$ cat config.mk
export PLATFORM = sky130hd
export DESIGN_NAME = pcap_regs
export DESIGN_NICKNAME = d
export VERILOG_FILES = /design/src/logic/pcap_pkg.sv /design/src/logic/pcap_default_hold.sv /design/src/logic/pcap_regs.sv
export SDC_FILE = /design/constraint.sdc
export NUM_CORES = 1
export LEC_CHECK = 0
export BUFFER_PORTS_ARGS = -buffer_cell sky130_fd_sc_hd__clkbuf_2
export CAP_MARGIN = 20
export CORE_ASPECT_RATIO = 1.2
export CORE_UTILIZATION = 41
export DETAILED_ROUTE_END_ITERATION = 10
export HOLD_SLACK_MARGIN = 0.02
export PLACE_DENSITY = 0.68
export SLEW_MARGIN = 20
export SYNTH_ARGS = -nofsm -noshare
export SYNTH_HDL_FRONTEND = slang
export SYNTH_SLANG_ARGS = --single-unit
$ cat constraint.sdc
create_clock -name sys_clk -period 3.5 [get_ports sys_clk]
set_input_delay 0.175 -clock sys_clk [delete_from_list [all_inputs] [get_ports sys_clk]]
set_output_delay 0.175 -clock sys_clk [all_outputs]
set_load 0.01 [all_outputs]
$ cat src/logic/pcap_pkg.sv
// Package for the power budget, access control and latency report register bank.
// Assumes an APB slave at 32-bit data, one aligned word per register.
package pcap_pkg;

    // Register byte offsets
    localparam logic [11:0] PCAP_OFF_PWR_DATA  = 12'h214;
    localparam logic [11:0] PCAP_OFF_PWR_CAP   = 12'h218;
    localparam logic [11:0] PCAP_OFF_ACS_HDR   = 12'h220;
    localparam logic [11:0] PCAP_OFF_ACS_CTRL  = 12'h224;
    localparam logic [11:0] PCAP_OFF_EGRESS    = 12'h228;
    localparam logic [11:0] PCAP_OFF_LTR_HDR   = 12'h230;
    // Own register holding the power data index
    localparam logic [11:0] PCAP_OFF_DATA_SEL  = 12'h210;

    // Power data defaults
    localparam logic [7:0]  PCAP_RST_BASE_PWR  = 8'h04;
    localparam logic [1:0]  PCAP_RST_SCALE     = 2'h0;
    localparam logic [2:0]  PCAP_RST_SUBSTATE  = 3'h0;
    localparam logic [1:0]  PCAP_RST_PM_STATE  = 2'h0;
    localparam logic [2:0]  PCAP_TYPE_MAX      = 3'h7;
    localparam logic [2:0]  PCAP_TYPE_SUST     = 3'h3;
    localparam logic [2:0]  PCAP_RST_RAIL      = 3'h2;
    localparam logic        PCAP_RST_SYS_ALLOC = 1'b0;
    localparam logic [7:0]  PCAP_SEL_D0_MAX    = 8'h00;
    localparam logic [7:0]  PCAP_SEL_D0_SUST   = 8'h01;

    // Capability headers
    localparam logic [15:0] PCAP_ACS_ID        = 16'h000d;
    localparam logic [15:0] PCAP_LTR_ID        = 16'h0018;
    localparam logic [3:0]  PCAP_CAP_VER       = 4'h1;
    localparam logic [11:0] PCAP_NEXT_PTR      = 12'h240;

    // Access control capability fields
    localparam logic [6:0]  PCAP_ACS_SUPPORT   = 7'h7f;
    localparam logic [7:0]  PCAP_EGRESS_SIZE   = 8'h08;
    localparam int          PCAP_ACS_EN_LSB    = 16;
    localparam logic [6:0]  PCAP_RST_ACS_EN    = 7'h00;
    localparam logic [7:0]  PCAP_RST_EGRESS    = 8'h00;
    localparam logic [7:0]  PCAP_RST_DATA_SEL  = 8'h00;

    // Power data defaults loaded from the management bus or EEPROM
    typedef struct packed {
        logic [7:0] base_pwr;
        logic [1:0] scale;
        logic [1:0] pm_state;
        logic       sys_alloc;
    } pcap_load_s;

    // APB request
    typedef struct packed {
        logic        psel;
        logic        penable;
        logic        pwrite;
        logic [11:0] paddr;
        logic [31:0] pwdata;
        logic [3:0]  pstrb;
    } pcap_apb_req_s;

    // APB answer
    typedef struct packed {
        logic        pready;
        logic        pslverr;
        logic [31:0] prdata;
    } pcap_apb_rsp_s;

endpackage

$ cat src/logic/pcap_default_hold.sv
// Holder for the loadable read-only power defaults.
// Assumes load strobes synchronous to sys_clk.
`timescale 1ns/1ns
module pcap_default_hold (
    input  wire logic                 sys_clk,
    input  wire logic                 resetn,
    input  wire logic                 load_valid,
    input  wire pcap_pkg::pcap_load_s load_value,
    output pcap_pkg::pcap_load_s      held
);

    typedef struct packed {
        pcap_pkg::pcap_load_s val;
    } pcap_hold_state_s;

    pcap_hold_state_s state_r;
    pcap_hold_state_s state_nxt;

    ////////////////////////////////////////////////////////////////////////////
    always_comb begin
        state_nxt = state_r;
        if (load_valid) begin
            state_nxt.val = load_value;
        end
    end

    always_ff @(posedge sys_clk) begin
        if (!resetn) begin
            state_r.val.base_pwr  <= pcap_pkg::PCAP_RST_BASE_PWR;
            state_r.val.scale     <= pcap_pkg::PCAP_RST_SCALE;
            state_r.val.pm_state  <= pcap_pkg::PCAP_RST_PM_STATE;
            state_r.val.sys_alloc <= pcap_pkg::PCAP_RST_SYS_ALLOC;
        end else begin
            state_r <= state_nxt;
        end
    end

    assign held = state_r.val;

endmodule

$ cat src/logic/pcap_regs.sv
// Register bank: power budget data, access control services, latency report header.
// Assumes an APB master on sys_clk and a port-role strap stable while out of reset.
`timescale 1ns/1ns

// What this block does
// - Base power byte, read-only, reset 04h
// - Data scale bits 9:8, reset 00b
// - PM sub state bits 12:10, reset 000b
// - PM state bits 14:13, default D0
// - Condition type bits 17:15, default maximum
// - Power rail bits 20:18, reset 010b
// - System allocated flag bit 0, reset 0
// - Power defaults replaceable by external load
// - Downstream ACS header ID 000Dh version 1
// - Next pointer 240h in both headers
// - Upstream LTR header ID 0018h version 1
// - Seven Access_control_cap_ctrl bits read one
// - Egress vector size reads 08h
// - Seven read-write ACS enables, reset zero
// - Egress control vector 8 bits, reset zero
// - Power data follows select index
module pcap_regs (
    input  wire logic                    sys_clk,
    input  wire logic                    resetn,
    input  wire logic                    is_upstream,
    input  wire pcap_pkg::pcap_apb_req_s apb_req,
    output pcap_pkg::pcap_apb_rsp_s      apb_rsp,
    input  wire logic                    load_valid,
    input  wire pcap_pkg::pcap_load_s    load_value,
    output logic [6:0]                   acs_enable,
    output logic [7:0]                   egress_block
);

    typedef struct packed {
        logic [6:0]  acs_en;
        logic [7:0]  egress;
        logic [7:0]  data_sel;
        logic [31:0] rdata;
        logic        slverr;
    } pcap_state_s;

    pcap_state_s          state_r;
    pcap_state_s          state_nxt;
    pcap_pkg::pcap_load_s dflt;
    logic                 access;
    logic                 wr_lane0;
    logic                 wr_lane2;
    logic [31:0]          pwr_word;
    logic [31:0]          rd_word;
    logic                 rd_hit;

    ////////////////////////////////////////////////////////////////////////////
    // Loadable defaults
    pcap_default_hold u_hold (
        .sys_clk    (sys_clk),
        .resetn     (resetn),
        .load_valid (load_valid),
        .load_value (load_value),
        .held       (dflt)
    );

    ////////////////////////////////////////////////////////////////////////////
    // Bus decode
    assign access   = apb_req.psel && apb_req.penable;
    assign wr_lane0 = access && apb_req.pwrite && apb_req.pstrb[0];
    assign wr_lane2 = access && apb_req.pwrite && apb_req.pstrb[2];

    ////////////////////////////////////////////////////////////////////////////
    // Power data word
    always_comb begin
        pwr_word = 32'h0000_0000;
        if (state_r.data_sel == pcap_pkg::PCAP_SEL_D0_MAX ||
            state_r.data_sel == pcap_pkg::PCAP_SEL_D0_SUST) begin
            pwr_word[7:0]   = dflt.base_pwr;
            pwr_word[9:8]   = dflt.scale;
            pwr_word[12:10] = pcap_pkg::PCAP_RST_SUBSTATE;
            pwr_word[14:13] = dflt.pm_state;
            pwr_word[17:15] = (state_r.data_sel == pcap_pkg::PCAP_SEL_D0_MAX) ?
                              pcap_pkg::PCAP_TYPE_MAX : pcap_pkg::PCAP_TYPE_SUST;
            pwr_word[20:18] = pcap_pkg::PCAP_RST_RAIL;
        end
    end

    ////////////////////////////////////////////////////////////////////////////
    // Read mux
    always_comb begin
        rd_word = 32'h0000_0000;
        rd_hit  = 1'b1;
        case (apb_req.paddr)
            pcap_pkg::PCAP_OFF_DATA_SEL: begin
                rd_word[7:0] = state_r.data_sel;
            end
            pcap_pkg::PCAP_OFF_PWR_DATA: begin
                rd_word = pwr_word;
            end
            pcap_pkg::PCAP_OFF_PWR_CAP: begin
                rd_word[0] = dflt.sys_alloc;
            end
            pcap_pkg::PCAP_OFF_ACS_HDR: begin
                rd_hit = !is_upstream;
                if (!is_upstream) begin
                    rd_word = {pcap_pkg::PCAP_NEXT_PTR, pcap_pkg::PCAP_CAP_VER, pcap_pkg::PCAP_ACS_ID};
                end
            end
            pcap_pkg::PCAP_OFF_ACS_CTRL: begin
                rd_hit = !is_upstream;
                if (!is_upstream) begin
                    rd_word[6:0]  = pcap_pkg::PCAP_ACS_SUPPORT;
                    rd_word[15:8] = pcap_pkg::PCAP_EGRESS_SIZE;
                    rd_word[22:16] = state_r.acs_en;
                end
            end
            pcap_pkg::PCAP_OFF_EGRESS: begin
                rd_hit = !is_upstream;
                if (!is_upstream) begin
                    rd_word[7:0] = state_r.egress;
                end
            end
            pcap_pkg::PCAP_OFF_LTR_HDR: begin
                rd_hit = is_upstream;
                if (is_upstream) begin
                    rd_word = {pcap_pkg::PCAP_NEXT_PTR, pcap_pkg::PCAP_CAP_VER, pcap_pkg::PCAP_LTR_ID};
                end
            end
            default: begin
                rd_hit = 1'b0;
            end
        endcase
    end

    ////////////////////////////////////////////////////////////////////////////
    // Next state
    always_comb begin
        state_nxt = state_r;
        // Answer captured in the setup cycle, shown during the access cycle
        if (apb_req.psel && !apb_req.penable) begin
            state_nxt.slverr = !rd_hit;
            state_nxt.rdata  = apb_req.pwrite ? 32'h0000_0000 : rd_word;
        end
        if (wr_lane0 && apb_req.paddr == pcap_pkg::PCAP_OFF_DATA_SEL) begin
            state_nxt.data_sel = apb_req.pwdata[7:0];
        end
        if (wr_lane2 && !is_upstream && apb_req.paddr == pcap_pkg::PCAP_OFF_ACS_CTRL) begin
            state_nxt.acs_en = apb_req.pwdata[22:16];
        end
        if (wr_lane0 && !is_upstream && apb_req.paddr == pcap_pkg::PCAP_OFF_EGRESS) begin
            state_nxt.egress = apb_req.pwdata[7:0];
        end
    end

    always_ff @(posedge sys_clk) begin
        if (!resetn) begin
            state_r.acs_en   <= pcap_pkg::PCAP_RST_ACS_EN;
            state_r.egress   <= pcap_pkg::PCAP_RST_EGRESS;
            state_r.data_sel <= pcap_pkg::PCAP_RST_DATA_SEL;
            state_r.rdata    <= 32'h0000_0000;
            state_r.slverr   <= 1'b0;
        end else begin
            state_r <= state_nxt;
        end
    end

    ////////////////////////////////////////////////////////////////////////////
    // Outputs
    always_comb begin
        apb_rsp.pready  = apb_req.psel && apb_req.penable;
        apb_rsp.pslverr = apb_rsp.pready && state_r.slverr;
        apb_rsp.prdata  = apb_rsp.pready ? state_r.rdata : 32'h0000_0000;
    end

    assign acs_enable   = state_r.acs_en;
    assign egress_block = state_r.egress;

endmodule

==> results of run 1 <==
==> through the flow <==
step | setup WS [ns] | hold slack (ns) | instances
finish | 1.74 | 0.0512 | 527
detailed placement | 1.36 | 0.405 | 511
global route | 1.61 | 0.0526 | 527
floorplan | 1.96 | 0.303 | 378
CTS | 1.73 | 0.0500 | 527
global placement | 1.42 | 0.408 | 511
==> final timing paths <==
path            startpoint  depth (start not counted)             end  slack [ns]
max            apb_req[41]                          6   acs_enable[4]        1.74
min          load_value[7]                          3  u_hold.held[7]        0.05
max reg2reg    state_r[34]                          5      state_r[7]        1.78
min reg2reg     state_r[6]                          2      state_r[6]        0.45
==> worst reg2reg max path: cells and delay by family, from the launching register on <==
family          cells  cell delay, ns
compound gates      2            0.30
flops               1            0.34
simple gates        3            1.02
==> layout make-up <==
| cell class | instances | area, sq um |
|---|---|---|
| clock buffers | 9 | 124 |
| multi-input cells | 264 | 1660 |
| clock inverters | 7 | 77.6 |
| inverters | 7 | 26.3 |
| flip-flops and latches | 59 | 1180 |
| fillers | 757 | 3720 |
| well taps | 90 | 113 |
| repair buffers | 91 | 463 |
==> synthesized netlist by cell type, drive strengths merged <==
master   number  area [sq um]
a22oi         5          37.5
clkbuf       18          97.6
nor4b         4          56.3
a22o          1          8.76
nor4          3          18.8
xor2          2          17.5
a211o         1          8.76
buf          30           219
o211a         2          20.0
o22ai         2          12.5
a311oi        1          8.76
nor3         13          98.9
o2bb2ai       3          26.3
a31oi         5          31.3
o21ai        13          65.1
nand3        18          90.1
mux2          2          22.5
nand2b        4          25.0
a32oi         2          17.5
a2bb2oi       1          8.76
a21boi        1          7.51
nand4b        1          8.76
mux2i        36           360
conb          1          3.75
nand2        23          88.8
and3         24           150
inv           7          26.3
a211oi        1          7.51
and2          5          33.8
nand4         7          43.8
nor2         48           180
dfxtp        59          1180
nor2b         3          18.8
nor3b         3          33.8
o2111ai       3          26.3
a21oi        18          90.1
==> registers in the layout, summed over array words and instances (netlist names) <==
| register | flops |
|---|---|
| state_r | 31 |
| u_hold.held | 13 |
| acs_enable | 7 |
| egress_block | 8 |
==> routing by layer <==
metal	share of wire	global-route usage
met4	0.026	0.0958
met1	0.46	0.278
met2	0.46	0.334
met3	0.056	0.0495
met5	0	0
==> power groups by stage <==
stage / registers (W) / clock network (W) / logic [W]
floorplan: 0.000699 / 0 / 0.0000906
global placement: 0.000701 / 0 / 0.000128
detailed placement: 0.000701 / 0 / 0.000129
CTS: 0.000685 / 0.000643 / 0.000129
global route: 0.000686 / 0.000679 / 0.000144
finish: 0.000685 / 0.000634 / 0.000130
==> kinds of logic after synthesis <==
family                 after synthesis
flip-flops                          59
other                                1
multiplexers                        38
AO/OA/AOI/OAI                       59
XOR/XNOR                             2
buffers and inverters               55
AND/OR/NAND/NOR                    156
==> layout by cell type, fill, tap and decap left out, drive strengths merged, types with 2 or more instances in the layout <==
| master | count |
|---|---|
| nor3b | 3 |
| o2111ai | 3 |
| o211a | 2 |
| dfxtp | 59 |
| nand2 | 23 |
| nor3 | 13 |
| nor2 | 48 |
| nor4 | 3 |
| and2 | 5 |
| xor2 | 2 |
| clkinv | 4 |
| and3 | 24 |
| o21ai | 13 |
| o2bb2ai | 3 |
| mux2 | 2 |
| a22oi | 5 |
| nor2b | 3 |
| o22ai | 2 |
| clkbuf | 97 |
| nand2b | 4 |
| mux2i | 36 |
| a32oi | 2 |
| conb | 9 |
| nand4 | 7 |
| a31oi | 5 |
| a21oi | 18 |
| nand3 | 18 |
| inv | 8 |
| buf | 3 |
| nor4b | 4 |
==> flow_metrics.env, run 1 <==
export IMPL_cts_setup_buffers=0
export IMPL_finalCriticalPeriod_ns=1.76
export IMPL_synth_cell_type_count=46
export IMPL_critical_path_top_delay_family="simple AND/OR/NAND/NOR gates"
export IMPL_intPower_w=0.00106
export IMPL_final_antenna_net_count=0
export IMPL_synth_top_family_by_area="simple AND/OR/NAND/NOR gates"
export IMPL_fp_row_count=34
export IMPL_grt_max_degree=31
export IMPL_crit_path_max_fanout=13
export IMPL_clock_skew_ns=0.0115
export IMPL_synthMuxAreaShare=0.121
export IMPL_max_vdd_ir_drop_mv=0.229
export IMPL_grt_pass1_vias=2518
export IMPL_area_growth_pct=15.6
export IMPL_max_slew_worst_pin_slew_ns=1.01
export IMPL_maxCapViolations=0
export IMPL_worstSetupStartpointType="input port"
export IMPL_seq_area_frac_synth=0.375
export IMPL_synth_compound_area_share=0.119
export IMPL_drive_above_1_share=0.270
export IMPL_hold_path_class="in2reg"
export IMPL_die_h_um=98.0
export IMPL_gp_congestion=0.901
export IMPL_syn_avg_cell_area_sq_um=8.52
export IMPL_place_area_sq_um=3440
export IMPL_max_slew_margin=0.330
export IMPL_ys_ff_latch=59
export IMPL_portBuffers=88
export IMPL_routed_wirelength_mm=8.14
export IMPL_cp_end_kind="flip-flop"
export IMPL_fp_dieW_um=82.0
export IMPL_leakage_nw=1.58
export IMPL_finalCoreUtilization=0.495
export IMPL_max_clock_freq_mhz=569
export IMPL_start_util=0.428
export IMPL_clockRootBuffer="clkbuf_8"
export IMPL_combPwrFrac=0.089
export IMPL_crit_arrival_ns=1.99
export IMPL_rsz0062_at_grt="false"
export IMPL_vias_per_cell=5.30
export IMPL_yosysWarnings=0
export IMPL_clkSinkCount=59
export IMPL_final_hold_viol_count=0
export IMPL_yosys_area_share_simple=0.269
export IMPL_synthAdderAreaFrac=0
export IMPL_vias=2792
export IMPL_grt_first_pass_wirelength_mm=12.9
export IMPL_clk_path_buf_depth=2
export IMPL_outcome="finished clean"
export IMPL_htreeDepth=3
export IMPL_grt_total_usage=0.215
export IMPL_io_pins=117
export IMPL_hold_buffers=0
export IMPL_grt_overflow=0
export IMPL_pwr_share_seq=0.473
export IMPL_cp_required_ns=3.73
export IMPL_sw_frac_of_total=0.268
export IMPL_first_pass_iters=6
export IMPL_cts_buffers=9
export IMPL_drv_slew=0
export IMPL_fin_tns_setup_ns=0
export IMPL_p_per_area_nw_per_um2=398
export IMPL_die_area_sq_um=8040
export IMPL_route_detailed_drc=0
export IMPL_core_region_area_sq_um=7360
export IMPL_antenna_found_initial=0
export IMPL_crit_chain="clkbuf_2, nor3b_4, nand2_1, nor3_4, mux2i_1, nor2_1"
export IMPL_power_w=0.00145
export IMPL_avgRoutedWirePerCell_um=15.4
export IMPL_p_clk_frac=0.438
export IMPL_clk_latency_ns=0.35
export IMPL_period_share=0.503
export IMPL_place_hpwl_mm=6.09
export IMPL_syn_area_sq_um=3150
export IMPL_cts_tree="done"
export IMPL_cts_clk_slew_worst_paths_ns=0.08
export IMPL_path_class="in2reg"
export IMPL_critPathBufInv=1
export IMPL_nets=500
export IMPL_crit_path_top_delay_cell="nor3_4"
export IMPL_n_antenna_cell=0
export IMPL_max_stage_delay_ns=0.51
export IMPL_drtIter0Drc=97
export IMPL_synth_xor_area_frac=0.00556
export IMPL_cts_resized=0
export IMPL_final_area_sq_um=3640
export IMPL_synthCells=370
export IMPL_setup_viol=0
export IMPL_switchingPower_w=0.000388
(Power assumes the default switching activity.)
==> run 2, diff against run 1 <==
PLACE_DENSITY = 0.71   (was 0.68)
clock period = 1.5 ns   (was 3.5 ns; I/O delays follow)
==> run 2 against run 1 <==
Compared with the run above: power rose by 140%; clock-buffer cell count unchanged; non-clock buffer count grew 72; sequential power is 130% higher; setup slack got worse by 1.7 ns; final cell count up 14%; clock skew fell by 0.0020 ns.
==> flow_metrics.env, run 2 (synthesis results as in run 1) <==
export IMPL_outcome="finished clean"
export IMPL_drv_slew=0
export IMPL_first_pass_iters=4
export IMPL_crit_path_top_delay_cell="dfxtp_2"
export IMPL_maxCapViolations=0
export IMPL_gp_congestion=0.978
export IMPL_die_area_sq_um=8040
export IMPL_grt_pass1_vias=2989
export IMPL_p_per_area_nw_per_um2=796
export IMPL_worstSetupStartpointType="flip-flop"
export IMPL_cts_clk_slew_worst_paths_ns=0.08
export IMPL_hold_path_class="in2reg"
export IMPL_max_clock_freq_mhz=682
export IMPL_max_slew_worst_pin_slew_ns=0.524
export IMPL_fin_tns_setup_ns=0
export IMPL_start_util=0.428
export IMPL_die_h_um=98.0
export IMPL_multi_input_area_sq_um=1740
export IMPL_place_inst=554
export IMPL_routed_wirelength_mm=9.27
export IMPL_vias=3120
export IMPL_max_stage_delay_ns=0.33
export IMPL_rsz0062_at_grt="true"
export IMPL_leakage_nw=1.95
export IMPL_largest_register="state_r"
export IMPL_max_slew_margin=0.651
export IMPL_cp_required_ns=1.77
export IMPL_cp_end_kind="flip-flop"
export IMPL_critPathBufInv=1
export IMPL_path_class="reg2reg"
export IMPL_portBuffers=88
export IMPL_fp_dieW_um=82.0
export IMPL_clockRootBuffer="clkbuf_8"
export IMPL_route_detailed_drc=0
export IMPL_vias_per_cell=5.21
export IMPL_cts_buffers=9
export IMPL_grt_max_degree=25
export IMPL_final_hold_viol_count=0
export IMPL_area_growth_pct=39.3
export IMPL_largest_register_ffs=31
export IMPL_cts_tree="done"
export IMPL_core_region_area_sq_um=7360
export IMPL_crit_path_max_fanout=6
export IMPL_setup_viol=0
export IMPL_n_antenna_cell=0
export IMPL_whs_ns=0.101
export IMPL_drive_above_1_share=0.348
export IMPL_place_hpwl_mm=6.88
export IMPL_max_vdd_ir_drop_mv=0.728
export IMPL_final_antenna_net_count=0
export IMPL_clk_latency_ns=0.34
export IMPL_final_common_cell="clkbuf_2"
export IMPL_fp_row_count=34
export IMPL_grt_overflow=0
export IMPL_antenna_found_initial=0
export IMPL_io_pins=117
export IMPL_crit_arrival_ns=1.73
export IMPL_grt_total_usage=0.240
export IMPL_crit_chain="nor4b_2, nand3_1, buf_6, nor3_2, o2111ai_1, a21oi_1"
export IMPL_nets=572
export IMPL_regArea_sq_um=1180
export IMPL_dpl_worst_slack_ns=-0.187
export IMPL_period_share=0.977
export IMPL_final_cell_mix="clkbuf_2, dfxtp_1, nor2_1"
export IMPL_drtIter0Drc=119
export IMPL_fillerInstances=662
export IMPL_avgRoutedWirePerCell_um=15.5
export IMPL_clock_skew_ns=0.00952
export IMPL_grt_first_pass_wirelength_mm=14.6
export IMPL_finalCriticalPeriod_ns=1.47
export IMPL_critical_path_top_delay_family="simple AND/OR/NAND/NOR gates"
export IMPL_fin_cells=599
export IMPL_fin_ws_ns=0.0347
export IMPL_htreeDepth=3
export IMPL_clkSinkCount=59
export IMPL_clk_path_buf_depth=2
-- run 2: cell types whose count changed in the layout (fill, tap and decap cells not counted), sizes merged --
cell | before | now
buf | 3 | 47
dlygate4sd3 | 0 | 28
-- run 2: final cells by class --
| type | count | area share |
|---|---|---|
| multi-input combinational | 264 | 0.396 |
| sequential | 59 | 0.270 |
| timing repair buffer | 163 | 0.257 |
| clock buffer | 9 | 0.0282 |
| tap | 90 | 0.0256 |
| clock inverter | 7 | 0.0177 |
| inverter | 7 | 0.00598 |
-- run 2: report_power, final --
group / internal (W) / leakage [nW] / switching [W]
logic: 0.000209 / 1.37 / 0.000222
registers: 0.00159 / 0.479 / 0.0000131
clock network: 0.000777 / 0.0998 / 0.000684
-- run 2: final timing paths --
| check | start | to | slack (ns) | cells after the start |
|---|---|---|---|---|
| worst min register to register | u_hold.held[1] | state_r[14] | 0.45 | 2 |
| worst min-delay path | apb_req[48] | state_r[17] | 0.10 | 4 |
| worst max register to register | state_r[40] | state_r[6] | 0.03 | 6 |
| worst max-delay path | state_r[40] | state_r[6] | 0.03 | 6 |
-- run 2: stage by stage --
stage                     cell area, sq um  total power [W]  utilization
after detailed placement              3810          0.00200        0.518
final                                 4390          0.00349        0.597
after global placement                3810          0.00199        0.518
after floorplan                       3180          0.00184            -
after global routing                  4390          0.00363        0.597
after CTS                             4320          0.00351        0.587
-- run 2: tightest hold or removal path, delay by kind of cell --
kind            cells  cell delay [ns]
buf+inv             1             0.13
compound gates      2             0.14
simple gates        1             0.06
-- run 2: routing by layer --
metal,share of wire,vias up,track usage
met5,0,-,0
met4,0.027,0,0.113
met3,0.053,18,0.0346
met2,0.50,116,0.409
met1,0.42,1433,0.287
li1,-,1553,-
-- run 2: repair_timing --
action	4_1_cts	5_1_grt
hold endpoints to repair	34	0
pin swaps	2	8
setup endpoints to repair	11	16
gates resized for setup	4	20
hold buffers	28	0
setup buffers	1	0
